**src/design/uart_mode_pkg.sv**
```systemverilog
// constants shared by the serial channel mode-control block
package uart_mode_pkg;
  // register addresses on the plain register port
  localparam logic [1:0] ADDR_MODE = 2'h0;
  localparam logic [1:0] ADDR_CTRL = 2'h1;
  localparam logic [1:0] ADDR_STAT = 2'h2;
  localparam logic [1:0] ADDR_DATA = 2'h3;
  // channel_mode_one fields
  localparam int M1_RX_RTS   = 7;
  localparam int M1_LEVEL_LO = 6;
  localparam int M1_ERR_BLK  = 5;
  localparam int M1_PAR_HI   = 4;
  localparam int M1_PAR_LO   = 3;
  localparam int M1_PAR_TYPE = 2;
  // channel_mode_two fields
  localparam int M2_MODE_HI  = 7;
  localparam int M2_MODE_LO  = 6;
  localparam int M2_TX_RTS   = 5;
  localparam int M2_CTS      = 4;
  localparam int M2_STOP_2X  = 3;
  // control register fields
  localparam int CTRL_TX_EN    = 0;
  localparam int CTRL_RX_EN    = 1;
  localparam int CTRL_RTS      = 2;
  localparam int CTRL_LEVEL_HI = 3;
  localparam int CTRL_RST_ERR  = 6;
  localparam int CTRL_SET_PTR  = 7;
  // status register fields
  localparam int ST_RX_RDY  = 0;
  localparam int ST_RX_LVL  = 1;
  localparam int ST_TX_RDY  = 2;
  localparam int ST_TX_EMT  = 3;
  localparam int ST_OVR     = 4;
  localparam int ST_PAR_ERR = 5;
  localparam int ST_FRM_ERR = 6;
  localparam int ST_BRK     = 7;
  // reset values
  localparam logic [7:0] MODE_ONE_RST = 8'h00;
  localparam logic [7:0] MODE_TWO_RST = 8'h00;
  // timing in 16x ticks, FIFO depth and receive fill levels
  localparam logic [5:0] TICKS_BIT  = 6'h10;
  localparam logic [5:0] TICKS_HALF = 6'h08;
  localparam logic [5:0] STOP_BASE5 = 6'h11;
  localparam logic [5:0] STOP_BASE  = 6'h09;
  localparam logic [5:0] STOP_LONG  = 6'h19;
  localparam int FIFO_DEPTH = 8;
  localparam logic [3:0] LVL_1 = 4'h1;
  localparam logic [3:0] LVL_3 = 4'h3;
  localparam logic [3:0] LVL_6 = 4'h6;
  localparam logic [3:0] LVL_8 = 4'h8;

  typedef enum logic [1:0] {
    CH_NORMAL = 2'b00, CH_ECHO = 2'b01, CH_LOCAL = 2'b10, CH_REMOTE = 2'b11
  } chan_mode_t;
  typedef enum logic [1:0] {
    PAR_WITH = 2'b00, PAR_FORCE = 2'b01, PAR_NONE = 2'b10, PAR_MULTI = 2'b11
  } par_mode_t;
  typedef enum logic [2:0] {
    S_IDLE = 3'b000, S_START = 3'b001, S_DATA = 3'b010, S_PAR = 3'b011, S_STOP = 3'b100
  } ser_state_t;
endpackage : uart_mode_pkg

```
**src/design/uart_channel_mode_control.sv**
```systemverilog
// serial channel with mode registers, flow control, loopback and echo modes
//
// Local design decisions: the address-and-strobe port and the register offsets.
`timescale 1ns/1ps
module uart_channel_mode_control #(
  parameter int DEPTH = uart_mode_pkg::FIFO_DEPTH
) (
  // clock, reset, enable
  input  wire logic       i_core_clk,
  input  wire logic       i_rst,
  input  wire logic       i_ce,
  // register port
  input  wire logic [1:0] i_addr,
  input  wire logic [7:0] i_wr_data,
  input  wire logic       i_wr_en,
  input  wire logic       i_rd_en,
  output logic      [7:0] o_rd_data,
  // bit clock enables from the rate generator
  input  wire logic       i_receive_tick16,
  input  wire logic       i_transmit_tick16,
  input  wire logic       i_transmit_ext_1x,
  // line pins
  input  wire logic       i_serial_in_pin,
  input  wire logic       i_clear_to_send_in_n,
  output logic            o_serial_out_pin,
  output logic            o_request_to_send_out_n
);
  localparam int AW = $clog2(DEPTH);
  localparam logic [AW:0] FULL = (AW+1)'(DEPTH);

  typedef struct packed {
    logic [7:0]                 mode_one;
    logic [7:0]                 mode_two;
    logic                       ptr_two;
    logic                       tx_en;
    logic                       rx_en;
    logic                       rts_bit;
    logic                       level_hi;
    logic                       rx_s1;
    logic                       rx_s2;
    logic                       cts_s1;
    logic                       cts_s2;
    logic [DEPTH-1:0][10:0]     rx_mem;
    logic [AW-1:0]              rx_rd;
    logic [AW-1:0]              rx_wr;
    logic [AW:0]                rx_cnt;
    logic [DEPTH-1:0][7:0]      tx_mem;
    logic [AW-1:0]              tx_rd;
    logic [AW-1:0]              tx_wr;
    logic [AW:0]                tx_cnt;
    uart_mode_pkg::ser_state_t  rx_st;
    logic [5:0]                 rx_tk;
    logic [2:0]                 rx_bit;
    logic [7:0]                 rx_shift;
    logic                       rx_par;
    logic                       rx_blocked;
    logic                       brk_wait;
    logic                       overrun;
    logic                       rx_pend;
    logic [10:0]                rx_hold;
    logic [2:0]                 err_acc;
    logic                       echo_bit;
    logic [5:0]                 echo_hold;
    uart_mode_pkg::ser_state_t  tx_st;
    logic [5:0]                 tx_tk;
    logic [2:0]                 tx_bit;
    logic [7:0]                 tx_shift;
    logic                       tx_line;
    logic                       neg_arm;
    logic [5:0]                 neg_tk;
    logic [7:0]                 rd_data;
    logic                       ser_out;
    logic                       rts_n;
  } state_t;

  state_t q;
  state_t next_q;

  function automatic logic [7:0] len_mask(input logic [1:0] code);
    len_mask = 8'hFF >> (2'h3 - code);
  endfunction : len_mask

  // stop length in ticks; whole bits with a 1x clock
  function automatic logic [5:0] stop_len(input logic [3:0] f, input logic [1:0] code,
                                          input logic ext);
    logic [5:0] base;
    base = (code == 2'b00) ? uart_mode_pkg::STOP_BASE5 : uart_mode_pkg::STOP_BASE;
    if (f[3]) begin
      base = uart_mode_pkg::STOP_LONG;
    end
    if (ext) begin
      stop_len = f[3] ? 6'h02 : 6'h01;
    end else begin
      stop_len = base + {3'h0, f[2:0]};
    end
  endfunction : stop_len

  uart_mode_pkg::chan_mode_t cmode;
  uart_mode_pkg::par_mode_t  pmode;
  logic       rx_tick;
  logic       tx_tick;
  logic       rx_line;
  logic       par_on;
  logic [2:0] last_bit;
  logic [5:0] bit_len;
  logic       echo_on;
  logic [10:0] top;
  logic       rst_err;
  logic [7:0] status;
  logic       level_hit;

  always_comb begin
    // mode fields are used combinationally, so a change acts at once
    cmode    = uart_mode_pkg::chan_mode_t'(q.mode_two[uart_mode_pkg::M2_MODE_HI:
                                                      uart_mode_pkg::M2_MODE_LO]);
    pmode    = uart_mode_pkg::par_mode_t'(q.mode_one[uart_mode_pkg::M1_PAR_HI:
                                                     uart_mode_pkg::M1_PAR_LO]);
    par_on   = (pmode != uart_mode_pkg::PAR_NONE);
    last_bit = {1'b1, q.mode_one[1:0]};
    last_bit = last_bit - 3'h4 + 3'h4;
    last_bit = 3'h4 + {1'b0, q.mode_one[1:0]};
    // local loopback runs the receiver from the transmit clock
    rx_tick  = (cmode == uart_mode_pkg::CH_LOCAL) ? i_transmit_tick16 : i_receive_tick16;
    tx_tick  = i_transmit_tick16;
    rx_line  = (cmode == uart_mode_pkg::CH_LOCAL) ? q.tx_line : q.rx_s2;
    bit_len  = i_transmit_ext_1x ? 6'h01 : uart_mode_pkg::TICKS_BIT;
    // stop bit still being resent keeps the echo path alive
    echo_on  = (cmode == uart_mode_pkg::CH_ECHO) || (cmode == uart_mode_pkg::CH_REMOTE) ||
               ((q.echo_hold != 6'h00) && q.tx_en);
    top      = q.rx_mem[q.rx_rd];
    rst_err  = i_wr_en && (i_addr == uart_mode_pkg::ADDR_CTRL) &&
               i_wr_data[uart_mode_pkg::CTRL_RST_ERR];
    // fill level from the two selector bits
    case ({q.level_hi, q.mode_one[uart_mode_pkg::M1_LEVEL_LO]})
      2'b00:   level_hit = (q.rx_cnt >= (AW+1)'(uart_mode_pkg::LVL_1));
      2'b01:   level_hit = (q.rx_cnt >= (AW+1)'(uart_mode_pkg::LVL_3));
      2'b10:   level_hit = (q.rx_cnt >= (AW+1)'(uart_mode_pkg::LVL_6));
      default: level_hit = (q.rx_cnt == (AW+1)'(uart_mode_pkg::LVL_8));
    endcase
    status = 8'h00;
    status[uart_mode_pkg::ST_RX_RDY] = (q.rx_cnt != '0);
    status[uart_mode_pkg::ST_RX_LVL] = level_hit;
    // transmit status inactive in echo or with transmitter off
    status[uart_mode_pkg::ST_TX_RDY] = q.tx_en && !echo_on && (q.tx_cnt != FULL);
    status[uart_mode_pkg::ST_TX_EMT] = q.tx_en && !echo_on && (q.tx_cnt == '0) &&
                                       (q.tx_st == uart_mode_pkg::S_IDLE);
    status[uart_mode_pkg::ST_OVR] = q.overrun;
    if (q.mode_one[uart_mode_pkg::M1_ERR_BLK]) begin
      status[7:5] = q.err_acc;
    end else if (q.rx_cnt != '0) begin
      status[7:5] = top[10:8];
    end
    // error status inactive in remote loopback
    if (cmode == uart_mode_pkg::CH_REMOTE) begin
      status[7:4] = 4'h0;
    end
  end

  always_comb begin
    logic       push;
    logic       pop;
    logic       tpush;
    logic       tpop;
    logic       stop_ok;
    logic       par_bad;
    logic [7:0] tdata;
    logic [10:0] word;
    push    = 1'b0;
    word    = 11'h000;
    pop     = 1'b0;
    tpush   = 1'b0;
    tpop    = 1'b0;
    stop_ok = 1'b1;
    par_bad = 1'b0;
    tdata   = q.tx_mem[q.tx_rd] & len_mask(q.mode_one[1:0]);
    next_q  = q;
    next_q.rx_s1  = i_serial_in_pin;
    next_q.rx_s2  = q.rx_s1;
    next_q.cts_s1 = i_clear_to_send_in_n;
    next_q.cts_s2 = q.cts_s1;

    // register writes
    if (i_wr_en) begin
      case (i_addr)
        uart_mode_pkg::ADDR_MODE: begin
          // pointer steps from mode one to mode two and stays
          if (q.ptr_two) begin
            next_q.mode_two = i_wr_data;
          end else begin
            next_q.mode_one = i_wr_data;
            next_q.ptr_two  = 1'b1;
          end
        end
        uart_mode_pkg::ADDR_CTRL: begin
          next_q.tx_en    = i_wr_data[uart_mode_pkg::CTRL_TX_EN];
          next_q.rx_en    = i_wr_data[uart_mode_pkg::CTRL_RX_EN];
          next_q.rts_bit  = i_wr_data[uart_mode_pkg::CTRL_RTS];
          next_q.level_hi = i_wr_data[uart_mode_pkg::CTRL_LEVEL_HI];
          if (i_wr_data[uart_mode_pkg::CTRL_SET_PTR]) begin
            next_q.ptr_two = 1'b0;
          end
        end
        // host writes to the transmitter are blocked during echo
        uart_mode_pkg::ADDR_DATA: tpush = q.tx_en && !echo_on && (q.tx_cnt != FULL);
        default: ;
      endcase
    end

    // register reads, data stands in the following cycle
    if (i_rd_en) begin
      case (i_addr)
        uart_mode_pkg::ADDR_MODE: begin
          next_q.rd_data = q.ptr_two ? q.mode_two : q.mode_one;
          next_q.ptr_two = 1'b1;
        end
        uart_mode_pkg::ADDR_CTRL: next_q.rd_data = {4'h0, q.level_hi, q.rts_bit,
                                                    q.rx_en, q.tx_en};
        uart_mode_pkg::ADDR_STAT: next_q.rd_data = status;
        default: begin
          next_q.rd_data = (q.rx_cnt != '0) ? top[7:0] : 8'h00;
          pop = (q.rx_cnt != '0);
        end
      endcase
    end

    // receiver, 16x oversampled
    if (rx_tick && q.rx_en) begin
      next_q.rx_tk = q.rx_tk + 6'h01;
      case (q.rx_st)
        uart_mode_pkg::S_IDLE: begin
          next_q.echo_bit = rx_line;
          next_q.rx_tk    = 6'h00;
          if (q.brk_wait) begin
            next_q.brk_wait = !rx_line;
          end else if (!rx_line) begin
            next_q.rx_st = uart_mode_pkg::S_START;
          end
        end
        uart_mode_pkg::S_START: begin
          if (q.rx_tk == uart_mode_pkg::TICKS_HALF - 6'h01) begin
            next_q.rx_tk    = 6'h00;
            next_q.rx_bit   = 3'h0;
            next_q.rx_shift = 8'h00;
            next_q.rx_st    = rx_line ? uart_mode_pkg::S_IDLE : uart_mode_pkg::S_DATA;
            next_q.echo_bit = rx_line;
            // ninth byte starting while full negates request-to-send
            if (!rx_line && q.mode_one[uart_mode_pkg::M1_RX_RTS] && (q.rx_cnt == FULL)) begin
              next_q.rx_blocked = 1'b1;
            end
          end
        end
        uart_mode_pkg::S_DATA: begin
          if (q.rx_tk == uart_mode_pkg::TICKS_BIT - 6'h01) begin
            next_q.rx_tk            = 6'h00;
            next_q.rx_shift[q.rx_bit] = rx_line;
            next_q.echo_bit         = rx_line;
            next_q.rx_bit           = q.rx_bit + 3'h1;
            if (q.rx_bit == last_bit) begin
              next_q.rx_st = par_on ? uart_mode_pkg::S_PAR : uart_mode_pkg::S_STOP;
            end
          end
        end
        uart_mode_pkg::S_PAR: begin
          if (q.rx_tk == uart_mode_pkg::TICKS_BIT - 6'h01) begin
            next_q.rx_tk    = 6'h00;
            next_q.rx_par   = rx_line;
            next_q.echo_bit = rx_line;
            next_q.rx_st    = uart_mode_pkg::S_STOP;
          end
        end
        default: begin
          // only the centre of the first stop bit is checked
          if (q.rx_tk == uart_mode_pkg::TICKS_BIT - 6'h01) begin
            stop_ok         = rx_line;
            next_q.echo_bit = rx_line;
            next_q.rx_st    = uart_mode_pkg::S_IDLE;
            // receive parity check; multidrop keeps the address/data bit
            case (pmode)
              uart_mode_pkg::PAR_WITH:  par_bad = (^q.rx_shift) ^
                                                  q.mode_one[uart_mode_pkg::M1_PAR_TYPE] ^
                                                  q.rx_par;
              uart_mode_pkg::PAR_FORCE: par_bad = q.rx_par ^
                                                  q.mode_one[uart_mode_pkg::M1_PAR_TYPE];
              uart_mode_pkg::PAR_MULTI: par_bad = q.rx_par;
              default:                  par_bad = 1'b0;
            endcase
            // the whole stop bit is resent after the sample
            if (echo_on) begin
              next_q.echo_hold = uart_mode_pkg::TICKS_BIT;
            end
            next_q.brk_wait = !rx_line && (q.rx_shift == 8'h00) && !(par_on && q.rx_par);
            // remote loopback keeps data from the host
            if (cmode != uart_mode_pkg::CH_REMOTE) begin
              push = 1'b1;
            end
          end
        end
      endcase
      if (q.echo_hold != 6'h00) begin
        next_q.echo_hold = q.echo_hold - 6'h01;
      end
    end

    // a ninth character waits in the hold stage until a slot frees; one more
    // completing while it still waits is lost as overrun, and the set beats reset-error
    word = {next_q.brk_wait, !stop_ok, par_bad, q.rx_shift};
    if (rst_err) begin
      next_q.overrun = 1'b0;
    end
    if (push && q.rx_pend) begin
      push           = 1'b0;
      next_q.overrun = 1'b1;
    end else if (push && (q.rx_cnt == FULL) && !pop) begin
      push           = 1'b0;
      next_q.rx_pend = 1'b1;
      next_q.rx_hold = word;
    end
    if (q.rx_pend && !push && ((q.rx_cnt != FULL) || pop)) begin
      push           = 1'b1;
      word           = q.rx_hold;
      next_q.rx_pend = 1'b0;
    end
    if (push) begin
      next_q.rx_mem[q.rx_wr] = word;
      next_q.rx_wr = q.rx_wr + AW'(1);
    end
    if (pop) begin
      next_q.rx_rd = q.rx_rd + AW'(1);
    end
    next_q.rx_cnt = q.rx_cnt + (AW+1)'(push) - (AW+1)'(pop);
    // request-to-send comes back once a slot frees
    if (next_q.rx_cnt != FULL) begin
      next_q.rx_blocked = 1'b0;
    end
    // accumulate top-of-FIFO errors; a new top wins over reset-error
    next_q.err_acc = (rst_err ? 3'h0 : q.err_acc) | ((q.rx_cnt != '0) ? top[10:8] : 3'h0);

    // transmitter; drains the FIFO even with the transmitter disabled
    if (tpush) begin
      next_q.tx_mem[q.tx_wr] = i_wr_data;
      next_q.tx_wr = q.tx_wr + AW'(1);
    end
    case (q.tx_st)
      uart_mode_pkg::S_IDLE: begin
        next_q.tx_line = 1'b1;
        // clear-to-send looked at only before a character
        if ((q.tx_cnt != '0) && !(q.mode_two[uart_mode_pkg::M2_CTS] && q.cts_s2)) begin
          tpop            = 1'b1;
          next_q.tx_shift = tdata;
          next_q.tx_st    = uart_mode_pkg::S_START;
          next_q.tx_tk    = 6'h00;
          next_q.tx_line  = 1'b0;
          next_q.neg_tk   = 6'h00;
        end
      end
      default: begin
        if (tx_tick) begin
          next_q.tx_tk = q.tx_tk + 6'h01;
          if ((q.tx_st != uart_mode_pkg::S_STOP) && (q.tx_tk == bit_len - 6'h01)) begin
            next_q.tx_tk = 6'h00;
            case (q.tx_st)
              uart_mode_pkg::S_START: begin
                next_q.tx_st   = uart_mode_pkg::S_DATA;
                next_q.tx_line = q.tx_shift[0];
                next_q.tx_bit  = 3'h0;
              end
              uart_mode_pkg::S_DATA: begin
                next_q.tx_bit  = q.tx_bit + 3'h1;
                next_q.tx_line = q.tx_shift[q.tx_bit + 3'h1];
                if (q.tx_bit == last_bit) begin
                  // parity appended per parity mode and type
                  next_q.tx_st   = par_on ? uart_mode_pkg::S_PAR : uart_mode_pkg::S_STOP;
                  next_q.tx_line = !par_on ||
                                   (q.mode_one[uart_mode_pkg::M1_PAR_TYPE] ^
                                    ((pmode == uart_mode_pkg::PAR_WITH) & (^q.tx_shift)));
                end
              end
              default: begin
                next_q.tx_st   = uart_mode_pkg::S_STOP;
                next_q.tx_line = 1'b1;
              end
            endcase
          end else if ((q.tx_st == uart_mode_pkg::S_STOP) &&
                       (q.tx_tk == stop_len(q.mode_two[3:0], q.mode_one[1:0],
                                            i_transmit_ext_1x) - 6'h01)) begin
            next_q.tx_st   = uart_mode_pkg::S_IDLE;
            next_q.neg_arm = 1'b1;
            next_q.neg_tk  = 6'h00;
          end
        end
      end
    endcase
    if (tpop) begin
      next_q.tx_rd = q.tx_rd + AW'(1);
    end
    next_q.tx_cnt = q.tx_cnt + (AW+1)'(tpush) - (AW+1)'(tpop);

    // auto-negate one bit time after the line has gone idle
    if (q.mode_two[uart_mode_pkg::M2_TX_RTS] && q.neg_arm && !tpop &&
        (q.tx_st == uart_mode_pkg::S_IDLE) && (q.tx_cnt == '0) && tx_tick) begin
      next_q.neg_tk = q.neg_tk + 6'h01;
      if (q.neg_tk == bit_len - 6'h01) begin
        next_q.neg_arm = 1'b0;
        if (!(i_wr_en && (i_addr == uart_mode_pkg::ADDR_CTRL))) begin
          next_q.rts_bit = 1'b0;
        end
      end
    end

    case (cmode)
      uart_mode_pkg::CH_LOCAL: next_q.ser_out = 1'b1;
      default:                 next_q.ser_out = echo_on ? q.echo_bit : q.tx_line;
    endcase
    // output is the port bit unless the receiver is holding it off
    next_q.rts_n = !q.rts_bit || q.rx_blocked;
  end

  always_ff @(posedge i_core_clk) begin
    if (i_rst) begin
      q          <= '0;
      q.mode_one <= uart_mode_pkg::MODE_ONE_RST;
      q.mode_two <= uart_mode_pkg::MODE_TWO_RST;
      q.rx_s1    <= 1'b1;
      q.rx_s2    <= 1'b1;
      q.cts_s1   <= 1'b1;
      q.cts_s2   <= 1'b1;
      q.echo_bit <= 1'b1;
      q.tx_line  <= 1'b1;
      q.ser_out  <= 1'b1;
      q.rts_n    <= 1'b1;
    end else if (i_ce) begin
      q <= next_q;
    end
  end

  assign o_rd_data               = q.rd_data;
  assign o_serial_out_pin        = q.ser_out;
  assign o_request_to_send_out_n = q.rts_n;
endmodule : uart_channel_mode_control

```
**config.mk**
```make
export PLATFORM = sky130hd
export DESIGN_NAME = uart_channel_mode_control
export DESIGN_NICKNAME = d
export VERILOG_FILES = /design/src/design/uart_mode_pkg.sv /design/src/design/uart_channel_mode_control.sv
export SDC_FILE = /design/constraint.sdc
export NUM_CORES = 1
export LEC_CHECK = 0
export BUFFER_PORTS_ARGS = -buffer_cell sky130_fd_sc_hd__buf_2
export CORE_ASPECT_RATIO = 0.9
export CORE_MARGIN = 3
export CORE_UTILIZATION = 40
export DETAILED_ROUTE_END_ITERATION = 8
export SLEW_MARGIN = 20
export SYNTH_ARGS = -nofsm -noshare
export SYNTH_HDL_FRONTEND = slang
export SYNTH_SLANG_ARGS = --single-unit
export TNS_END_PERCENT = 5
```
**constraint.sdc**
```tcl
create_clock -name i_core_clk -period 3 [get_ports i_core_clk]
set_clock_uncertainty 0.05 [all_clocks]
set_input_delay 0.45 -clock i_core_clk [delete_from_list [all_inputs] [get_ports i_core_clk]]
set_output_delay 0.45 -clock i_core_clk [all_outputs]
set_load 0.02 [all_outputs]
```
======== Word-level counts from Yosys, hierarchy flattened ========
Index checks and enable logic that the tools add are counted.
word-level totals
  flip-flop bits (word level) ............. 281
  bits of input ports ..................... 20
cells by class
  $lt $le $gt $ge ......................... 12
  equality and inequality tests ........... 43
  multiplexer cells ....................... 122
  shift operators ......................... 1
  reduce and logical (&&, ||, !) cells .... 102
  bitwise operators ....................... 10
  add/subtract/negate cells ............... 19
operator list
  operator               count
  $bwmux W88             1
  $mux W6                12
  $bwmux W64             1
  $mux W1                48
  $mux W20               2
  $mux W8                5
  $mux W12               3
  $mux W9                4
  $reduce_and A5 Y1      7
  $bmux W11 S3           1
  $demux W11 S3          1
  $mux W11               3
  $mux W3                11
  $logic_and A1 B1 Y1    30
  $mux W7                4
  $bmux W8 S3            1
  $demux W8 S3           1
  $lt A3 B4 Y1 const B   6
  $pmux W6 S4            1
  $pmux W8 S3            1
  $reduce_bool A2 Y1     12
  $pmux W11 S2           1
  $mux W5                4
  $add A3 B1 Y3 const B  6
  other kinds (60)       143

======== Longest topological paths before layout ========
Gate-level depths: netlist of run 1.
  depth after elaboration ................. 21
  depth in mapped cells ................... 16

======== Worst setup path after synthesis of run 1 ========
OpenSTA, ideal clock, no wires.
  kind .................................... flip-flop to flip-flop
  from .................................... register q (netlist bit cmode[0])
  to ...................................... register q[62] (netlist name)
  path slack .............................. -0.099 ns
  cell stages (with the launch flop) ...... 15
  period minus slack after synthesis ...... 3.099 ns
  buffers on the path ..................... 1
  required time ........................... 2.880 ns
  arrival ................................. 2.979 ns
  path through ............................ dfxtp_1 -> buf_2 -> nand2b_1 -> mux2_2 -> a41oi_4 -> inv_1 -> nand2_1 -> ha_1 -> inv_1 -> ha_1 -> inv_1 -> fa_1 -> xnor2_1 -> or3b_2 -> a21oi_1
between the ends
  cells in the longest elaborated chain, start to end .. 18
  elaborated cells on any way between the ends .. 30
RTL lines
  what                              line                              RTL
  start: declaration                uart_channel_mode_control.sv:76   state_t q;
  start signal: assignment          uart_channel_mode_control.sv:432  q <= next_q;
  $ne A2 B2 Y1                      uart_channel_mode_control.sv:293  if (cmode != uart_mode_pkg::CH_REMOTE) begin
  $mux W1                           uart_channel_mode_control.sv:293
  $mux W1                           uart_channel_mode_control.sv:273  if (q.rx_tk == uart_mode_pkg::TICKS_BIT - 6'h01) begin
  $mux W1                           uart_channel_mode_control.sv:229  case (q.rx_st)
  $mux W1                           uart_channel_mode_control.sv:227  if (rx_tick && q.rx_en) begin
  $logic_and A1 B1 Y1 (2 in a row)  uart_channel_mode_control.sv:313  end else if (push && (q.rx_cnt == FULL) && !pop) begin
  $mux W1                           uart_channel_mode_control.sv:313
  $mux W1                           uart_channel_mode_control.sv:310  if (push && q.rx_pend) begin
  $logic_not A1 Y1                  uart_channel_mode_control.sv:318  if (q.rx_pend && !push && ((q.rx_cnt != FULL) || pop)) begin
  $logic_and A1 B1 Y1 (2 in a row)  uart_channel_mode_control.sv:318
  $mux W1                           uart_channel_mode_control.sv:318
  $add A4 B1 Y4                     uart_channel_mode_control.sv:330  next_q.rx_cnt = q.rx_cnt + (AW+1)'(push) - (AW+1)'(pop);
  $sub A4 B1 Y4                     uart_channel_mode_control.sv:330
  $ne A4 B4 Y1                      uart_channel_mode_control.sv:332  if (next_q.rx_cnt != FULL) begin
  $reduce_bool A2 Y1 (no line)      -
  $reduce_and A5 Y1 (no line)       -
Parallel ways exist; a longest one is shown, timed or not.
A chain may end at the register's enable or synchronous reset.

======== Worst setup path in the final report of run 1 ========
  from .................................... register q[75] (netlist name)
  to ...................................... register q[62] (netlist name)
between the ends
  cells in the longest elaborated chain, start to end .. 17
  elaborated cells on any way between the ends .. 23
RTL lines
  what                              line
  $eq A6 B4 Y1                      uart_channel_mode_control.sv:273
  $mux W1                           uart_channel_mode_control.sv:273
  $mux W1                           uart_channel_mode_control.sv:229
  $mux W1                           uart_channel_mode_control.sv:227
  $logic_and A1 B1 Y1 (2 in a row)  uart_channel_mode_control.sv:313
  $mux W1                           uart_channel_mode_control.sv:313
  $mux W1                           uart_channel_mode_control.sv:310
  $logic_not A1 Y1                  uart_channel_mode_control.sv:318
  $logic_and A1 B1 Y1 (2 in a row)  uart_channel_mode_control.sv:318
  $mux W1                           uart_channel_mode_control.sv:318
  $add A4 B1 Y4                     uart_channel_mode_control.sv:330
  $sub A4 B1 Y4                     uart_channel_mode_control.sv:330
  $ne A4 B4 Y1                      uart_channel_mode_control.sv:332
  $reduce_bool A2 Y1 (no line)      -
  $reduce_and A5 Y1 (no line)       -
Parallel ways exist; a longest one is shown, timed or not.

==> impl_metrics.csv, run 1 <==
group,metric,value,unit
setup_path,r2r-start,"q[75]",
drt,drtIter0Drc,781,
sta,max_freq,349,MHz
cts,cts_hold_buf,0,
synth,synth.distinct_cells,79,
global_route,grt_pass1_wl,56100,um
synth,synth_top_area_frac,0.414,
sta,slew_violations,0,
drt,vias_per_cell,5.40,
pwr,p_leak,5.75,nW
sta,hold_viol,0,
cts,clock_latency,0.56,ns
cts,cts_buffer_depth,3,
placement,port_buffers,29,
floorplanning,start_util,0.410,
drt,route.detailed.drc,0,
finish,area_growth,14.6,%
synth,synth_nets,1508,
outcome,status,"finished clean",
sta,maxSlewHeadroom,0.455,
synth,netlist_area,13600,um^2
floorplanning,core_area,33200,um^2
worst_hold_path,hold_class,"primary input to flip-flop",
placement,placedCellCount,1904,
finish,drive_above_1_share,0.161,
cts,cts_max_level,1,
pwr,max-vdd-ir-drop,417,uV
cts,cts.sinks,281,
setup_path,path_class,"flip-flop to flip-flop",
global_route,grt_overflow_total,0,
global_route,globalRouteTotalUtil,0.185,
synth,ys_seq_area_frac,0.414,
synth,syn_inst,1457,
floorplanning,dieArea,36200,um^2
placement,hpwl,23100,um
drt,vias,10600,
cts,cts_tree,"done",
sta,tightest_slew,0.794,ns
setup_path,worstPathArrival,3.31,ns
synth,synthMostInstantiatedCell,"dfxtp_1",
synth,synth_ff_type,"dfxtp_1",
global_route,grt_pass1_vias,10400,
sta,finalSetupViolations,0,
synth,synth_top_area_cell,"dfxtp_1",
synth,synth-warning-count,0,
pwr,powerDensity,583,nW/um^2
setup_path,crit_required,3.44,ns
sta,grt_setup_unrepaired,"no",
drt,wire_per_inst,17.4,um
setup_path,cp_max_fo,2,
run,max-cap-violations,0,
sta,min_period,2.87,ns
setup_path,reg2reg_slack,0.13,ns
floorplanning,die_h,181,um
sta,period_share,0.956,
floorplanning,row_count,63,
floorplanning,num_io_pins,30,
placement,post-place-ws,-0.0840,ns
setup_path,crit_path_end_kind,"flip-flop",
finish,fillers,3110,
cts,ctsRootBufferMaster,"clkbuf_16",
synth,synth-edff-count,0,
drt,drt-pass1-iter-count,5,
placement,gp_congestion,0.864,
finish,n_antenna_cell,0,
synth,synthTopCellsByArea,"dfxtp_1 41%, mux2i_1 9.6%, nor2_1 7.5%, mux4_2 6.8%, a211oi_1 5.2%",
sta,finalSetupTns,0,ns
drt,antenna_left,0,
synth,ys_top_cells_by_count,"281 x dfxtp_1, 271 x nor2_1, 130 x mux2i_1",
drt,wirelength,34000,um
cts,clkSlewWorstSetupHoldPaths,0.07,ns
synth,async_flop_share,0,
global_route,antenna_found_initial,0,
finish,post_layout_nonfiller_instances,1960,
cts,cts_buffers,30,
setup_path,critPathLaunchType,"flip-flop",
global_route,grt_max_degree,100,
floorplanning,fp.dieW,200,um
synth,synth.avg_cell_area,9.33,um^2
worst_hold_path,hold_start,"i_clear_to_send_in_n",
finish,final_util,0.469,
synth,ys_ff_latch,281,
sta,fin_ws,0.131,ns
finish,nets,1535,
setup_path,cp-startpoint,"q[75]",
-- per-stage QoR --
step	instance area [um^2]	total power [mW]	hold WS, ns
final	15600	9.08	0.0633
after global routing	15600	9.49	0.0604
after CTS	15500	9.14	0.0469
after detailed placement	14500	5.32	0.399
after global placement	14500	5.29	0.394
after floorplan	13600	4.97	0.387
-- worst max-delay path: stages (launching register included) --
cell,delay (ns)
dfxtp_2,0.35
ha_4,0.13
nor3b_4,0.18
and3_4,0.24
a41oi_4,0.13
inv_1,0.07
nand2_1,0.05
ha_1,0.30
inv_1,0.06
ha_2,0.17
inv_1,0.05
fa_2,0.53
or3b_4,0.37
a21oi_2,0.12
-- flip-flops by register name, indices dropped and copies added, names as in the netlist --
register,cells
q,265
o_request_to_send_out_n,1
o_rd_data,8
cmode,2
o_serial_out_pin,1
pmode,2
next_q,2
-- final timing paths --
kind,cells past startpoint,end
setup / recovery,13,q[62]
hold / removal,3,next_q[256]
setup reg to reg,13,q[62]
hold reg to reg,2,q[58]
-- kinds of logic after synthesis --
group	count (synthesis)	share of synthesized area
adder cells (fa/ha/maj)	31	0.0296
buffers and inverters	147	0.0465
AND/OR/NAND/NOR	499	0.172
XOR/XNOR	52	0.0335
AO/OA/AOI/OAI	266	0.133
multiplexers	181	0.172
flip-flops	281	0.414
-- layout by cell type, fill, tap and decap left out, types with 5 or more instances in the layout --
| cell type | netlist | final |
|---|---|---|
| a211oi_1 | 95 | 95 |
| a21oi_1 | 73 | 72 |
| a22oi_1 | 10 | 10 |
| a31oi_1 | 9 | 9 |
| and2_1 | 7 | 7 |
| and3_1 | 8 | 7 |
| buf_2 | 25 | 28 |
| buf_4 | 9 | 77 |
| clkbuf_16 | 0 | 30 |
| clkbuf_8 | 0 | 8 |
| dfxtp_1 | 281 | 279 |
| ha_1 | 29 | 27 |
| inv_1 | 33 | 33 |
| mux2_2 | 9 | 8 |
| mux2i_1 | 130 | 130 |
| mux4_2 | 41 | 41 |
| nand2_1 | 68 | 68 |
| nand2b_1 | 12 | 11 |
| nand3_1 | 31 | 31 |
| nand4_1 | 16 | 16 |
| nor2_1 | 271 | 271 |
| nor2b_1 | 8 | 8 |
| nor3_1 | 29 | 29 |
| o21a_1 | 5 | 5 |
| o21ai_0 | 28 | 28 |
| o21ai_1 | 5 | 5 |
| or3_1 | 9 | 9 |
| xnor2_1 | 33 | 33 |
| xor2_1 | 19 | 19 |
-- routing by layer --
metal / track usage / share of wire / up-vias
met4: 0.0393 / 0.020 / 0
met1: 0.273 / 0.49 / 5050
met5: 0 / 0 / -
met3: 0.0259 / 0.050 / 52
li1: - / - / 5241
met2: 0.291 / 0.44 / 238
-- final cells by class --
type	count	area (um^2)	area share
clock buffers	39	855	0.0549
clock inverters	14	175	0.0112
inverters	34	128	0.00819
multi-input cells	1029	7450	0.478
flip-flops and latches	281	5630	0.361
well taps	455	569	0.0366
repair buffers	108	772	0.0496
-- power breakdown --
group	total (mW)	switching, mW	leakage [nW]	internal [mW]
clock network	3.82	1.56	0.500	2.26
registers	3.95	0.128	2.27	3.82
logic	1.30	0.732	2.98	0.571
total	9.08	2.42	5.75	6.66
-- timing repair --
item | in CTS | in global routing
endpoints found under the setup margin | 1 | 29
setup buffers | 2 | 1
pin swaps | 1 | 3
gates resized for setup | 5 | 8
No activity file was read; power rests on OpenSTA's default activity.
==> run 2, diff against run 1 <==
--- a/config.mk
+++ b/config.mk
@@ -9,6 +9,7 @@
 export CORE_ASPECT_RATIO = 0.9
 export CORE_MARGIN = 3
 export CORE_UTILIZATION = 40
+export CTS_BUF_LIST = sky130_fd_sc_hd__clkbuf_16
 export DETAILED_ROUTE_END_ITERATION = 8
 export SLEW_MARGIN = 20
 export SYNTH_ARGS = -nofsm -noshare
==> run 2 against run 1 <==
  * First-iteration DRC count shrank 1.2%
  * Combinational power is essentially flat
  * Sequential power is essentially flat
  * Die area is the same
  * Largest power group unchanged
  * Critical path depth is the same
==> impl_metrics.csv, run 2 (synthesis gave the netlist of run 1 again) <==
group,metric,value,unit
floorplanning,core_area,33200,um^2
finish,area_growth,14.0,%
sta,hold_viol,0,
drt,wirelength,34100,um
pwr,p_leak,5.72,nW
finish,drive_above_1_share,0.157,
sta,period_share,0.954,
setup_path,critPathLaunchType,"flip-flop",
cts,cts_buffer_depth,3,
floorplanning,row_count,63,
global_route,grt_pass1_wl,56100,um
drt,vias,10600,
floorplanning,die_h,181,um
setup_path,crit_family,"adder cells",
global_route,grt_pass1_vias,10400,
finish,final_util,0.467,
global_route,grt_overflow_total,0,
worst_hold_path,hold_class,"primary input to flip-flop",
setup_path,crit_top_cell,"inv_1",
finish,layout.cells.most_common,"dfxtp_1",
finish,largest_reg_flops,265,
placement,hpwl,23100,um
drt,drt-pass1-iter-count,5,
outcome,status,"finished clean",
floorplanning,fp.dieW,200,um
pwr,max-vdd-ir-drop,420,uV
floorplanning,dieArea,36200,um^2
drt,route.detailed.drc,0,
setup_path,path_buf_inv,3,
cts,cts_max_level,1,
sta,slew_violations,0,
global_route,grt_max_degree,100,
cts,clkSlewWorstSetupHoldPaths,0.06,ns
global_route,antenna_found_initial,0,
sta,finalSetupTns,0,ns
setup_path,crit_path_end_kind,"flip-flop",
cts,cts_buffers,30,
setup_path,worstPathArrival,3.31,ns
setup_path,max_stage_delay,0.53,ns
drt,antenna_left,0,
sta,tightest_slew,0.765,ns
finish,n_antenna_cell,0,
drt,wire_per_inst,17.4,um
sta,grt_setup_unrepaired,"no",
sta,finalSetupViolations,0,
sta,maxSlewHeadroom,0.475,
global_route,globalRouteTotalUtil,0.185,
drt,vias_per_cell,5.39,
finish,layout_common_cells,"279 x dfxtp_1, 271 x nor2_1, 130 x mux2i_1, 95 x a211oi_1, 77 x buf_4",
setup_path,crit_required,3.45,ns
floorplanning,num_io_pins,30,
finish,nets,1535,
floorplanning,start_util,0.410,
drt,drtIter0Drc,772,
cts,cts.sinks,281,
placement,gp_congestion,0.864,
cts,cts_tree,"done",
sta,max_freq,349,MHz
finish,top_register,"q",
setup_path,cp_cell_sequence,"ha_4 -> nor3b_4 -> and3_4 -> a41oi_4 -> inv_1 -> nand2_1 -> ha_1 -> inv_1 -> ha_2 -> inv_1 -> fa_2 -> or3b_4 -> a21oi_2",
setup_path,cp_slowest_cell,"fa_2",
setup_path,cp_max_fo,2,
placement,port_buffers,29,
setup_path,path_class,"flip-flop to flip-flop",
run,max-cap-violations,0,
cts,ctsRootBufferMaster,"clkbuf_16",
cts,cts_hold_buf,0,
pwr,powerDensity,573,nW/um^2
cts,clock_latency,0.56,ns
sta,min_period,2.86,ns
==> run 2: cell types whose count changed in the layout (fill, tap and decap cells not counted), sizes merged <==
cell	before	now
clkbuf	40	31
clkinv	8	15
inv	34	36
==> run 2: area by class of cell <==
class / instances / area, um^2
multi-input cells: 1029 / 7450
clock inverters: 23 / 209
well taps: 455 / 569
repair buffers: 108 / 772
clock buffers: 30 / 751
flip-flops and latches: 281 / 5630
inverters: 34 / 128
fillers: 3114 / 17700
==> run 2: metal layers <==
layer	wire, um	part of all wire	global-route usage
met4	697	0.020	0.0391
met1	16900	0.50	0.273
met2	15000	0.44	0.291
met3	1540	0.045	0.0259
met5	0	0	0
==> run 2: path summary, 6_finish.rpt <==
| kind | startpoint | to | slack [ns] | cells after the start |
|---|---|---|---|---|
| worst max-delay path | q[75] | q[62] | 0.14 | 13 |
| worst min-delay path | i_clear_to_send_in_n | next_q[256] | 0.06 | 3 |
| worst max register to register | q[75] | q[62] | 0.14 | 13 |
| worst min register to register | q[58] | q[58] | 0.40 | 2 |
==> run 2: worst reg2reg max path, stage by stage, from the launching register on <==
cell and delay [ns]:
dfxtp_2 0.35, ha_4 0.13, nor3b_4 0.18, and3_4 0.24, a41oi_4 0.13, inv_1 0.07, nand2_1 0.05, ha_1 0.30
inv_1 0.06, ha_2 0.16, inv_1 0.05, fa_2 0.53, or3b_4 0.37, a21oi_2 0.12
==> run 2: what timing repair did <==
item	4_1_cts	5_1_grt
setup endpoints to repair	1	31
resized for setup	5	8
buffers inserted	2	1
pin swaps	1	3
==> run 2: power by group <==
group,internal (mW),switching (mW),total [mW],leakage (nW)
logic,0.571,0.733,1.30,2.98
registers,3.82,0.130,3.95,2.27
clock network,2.08,1.56,3.63,0.469
==> run 2: stage by stage <==
stage	instance area [um^2]	power [mW]	setup slack [ns]	hold slack [ns]	cells
3_5_place_dp	14500	5.32	-0.0840	0.399	1904
2_1_floorplan	13600	4.97	0.00129	0.387	1457
3_3_place_gp	14500	5.29	-0.0179	0.394	1904
5_1_grt	15500	9.30	0.00870	0.0597	1960
6_report	15500	8.89	0.137	0.0615	1960
4_1_cts	15500	8.95	0.0195	0.0459	1959
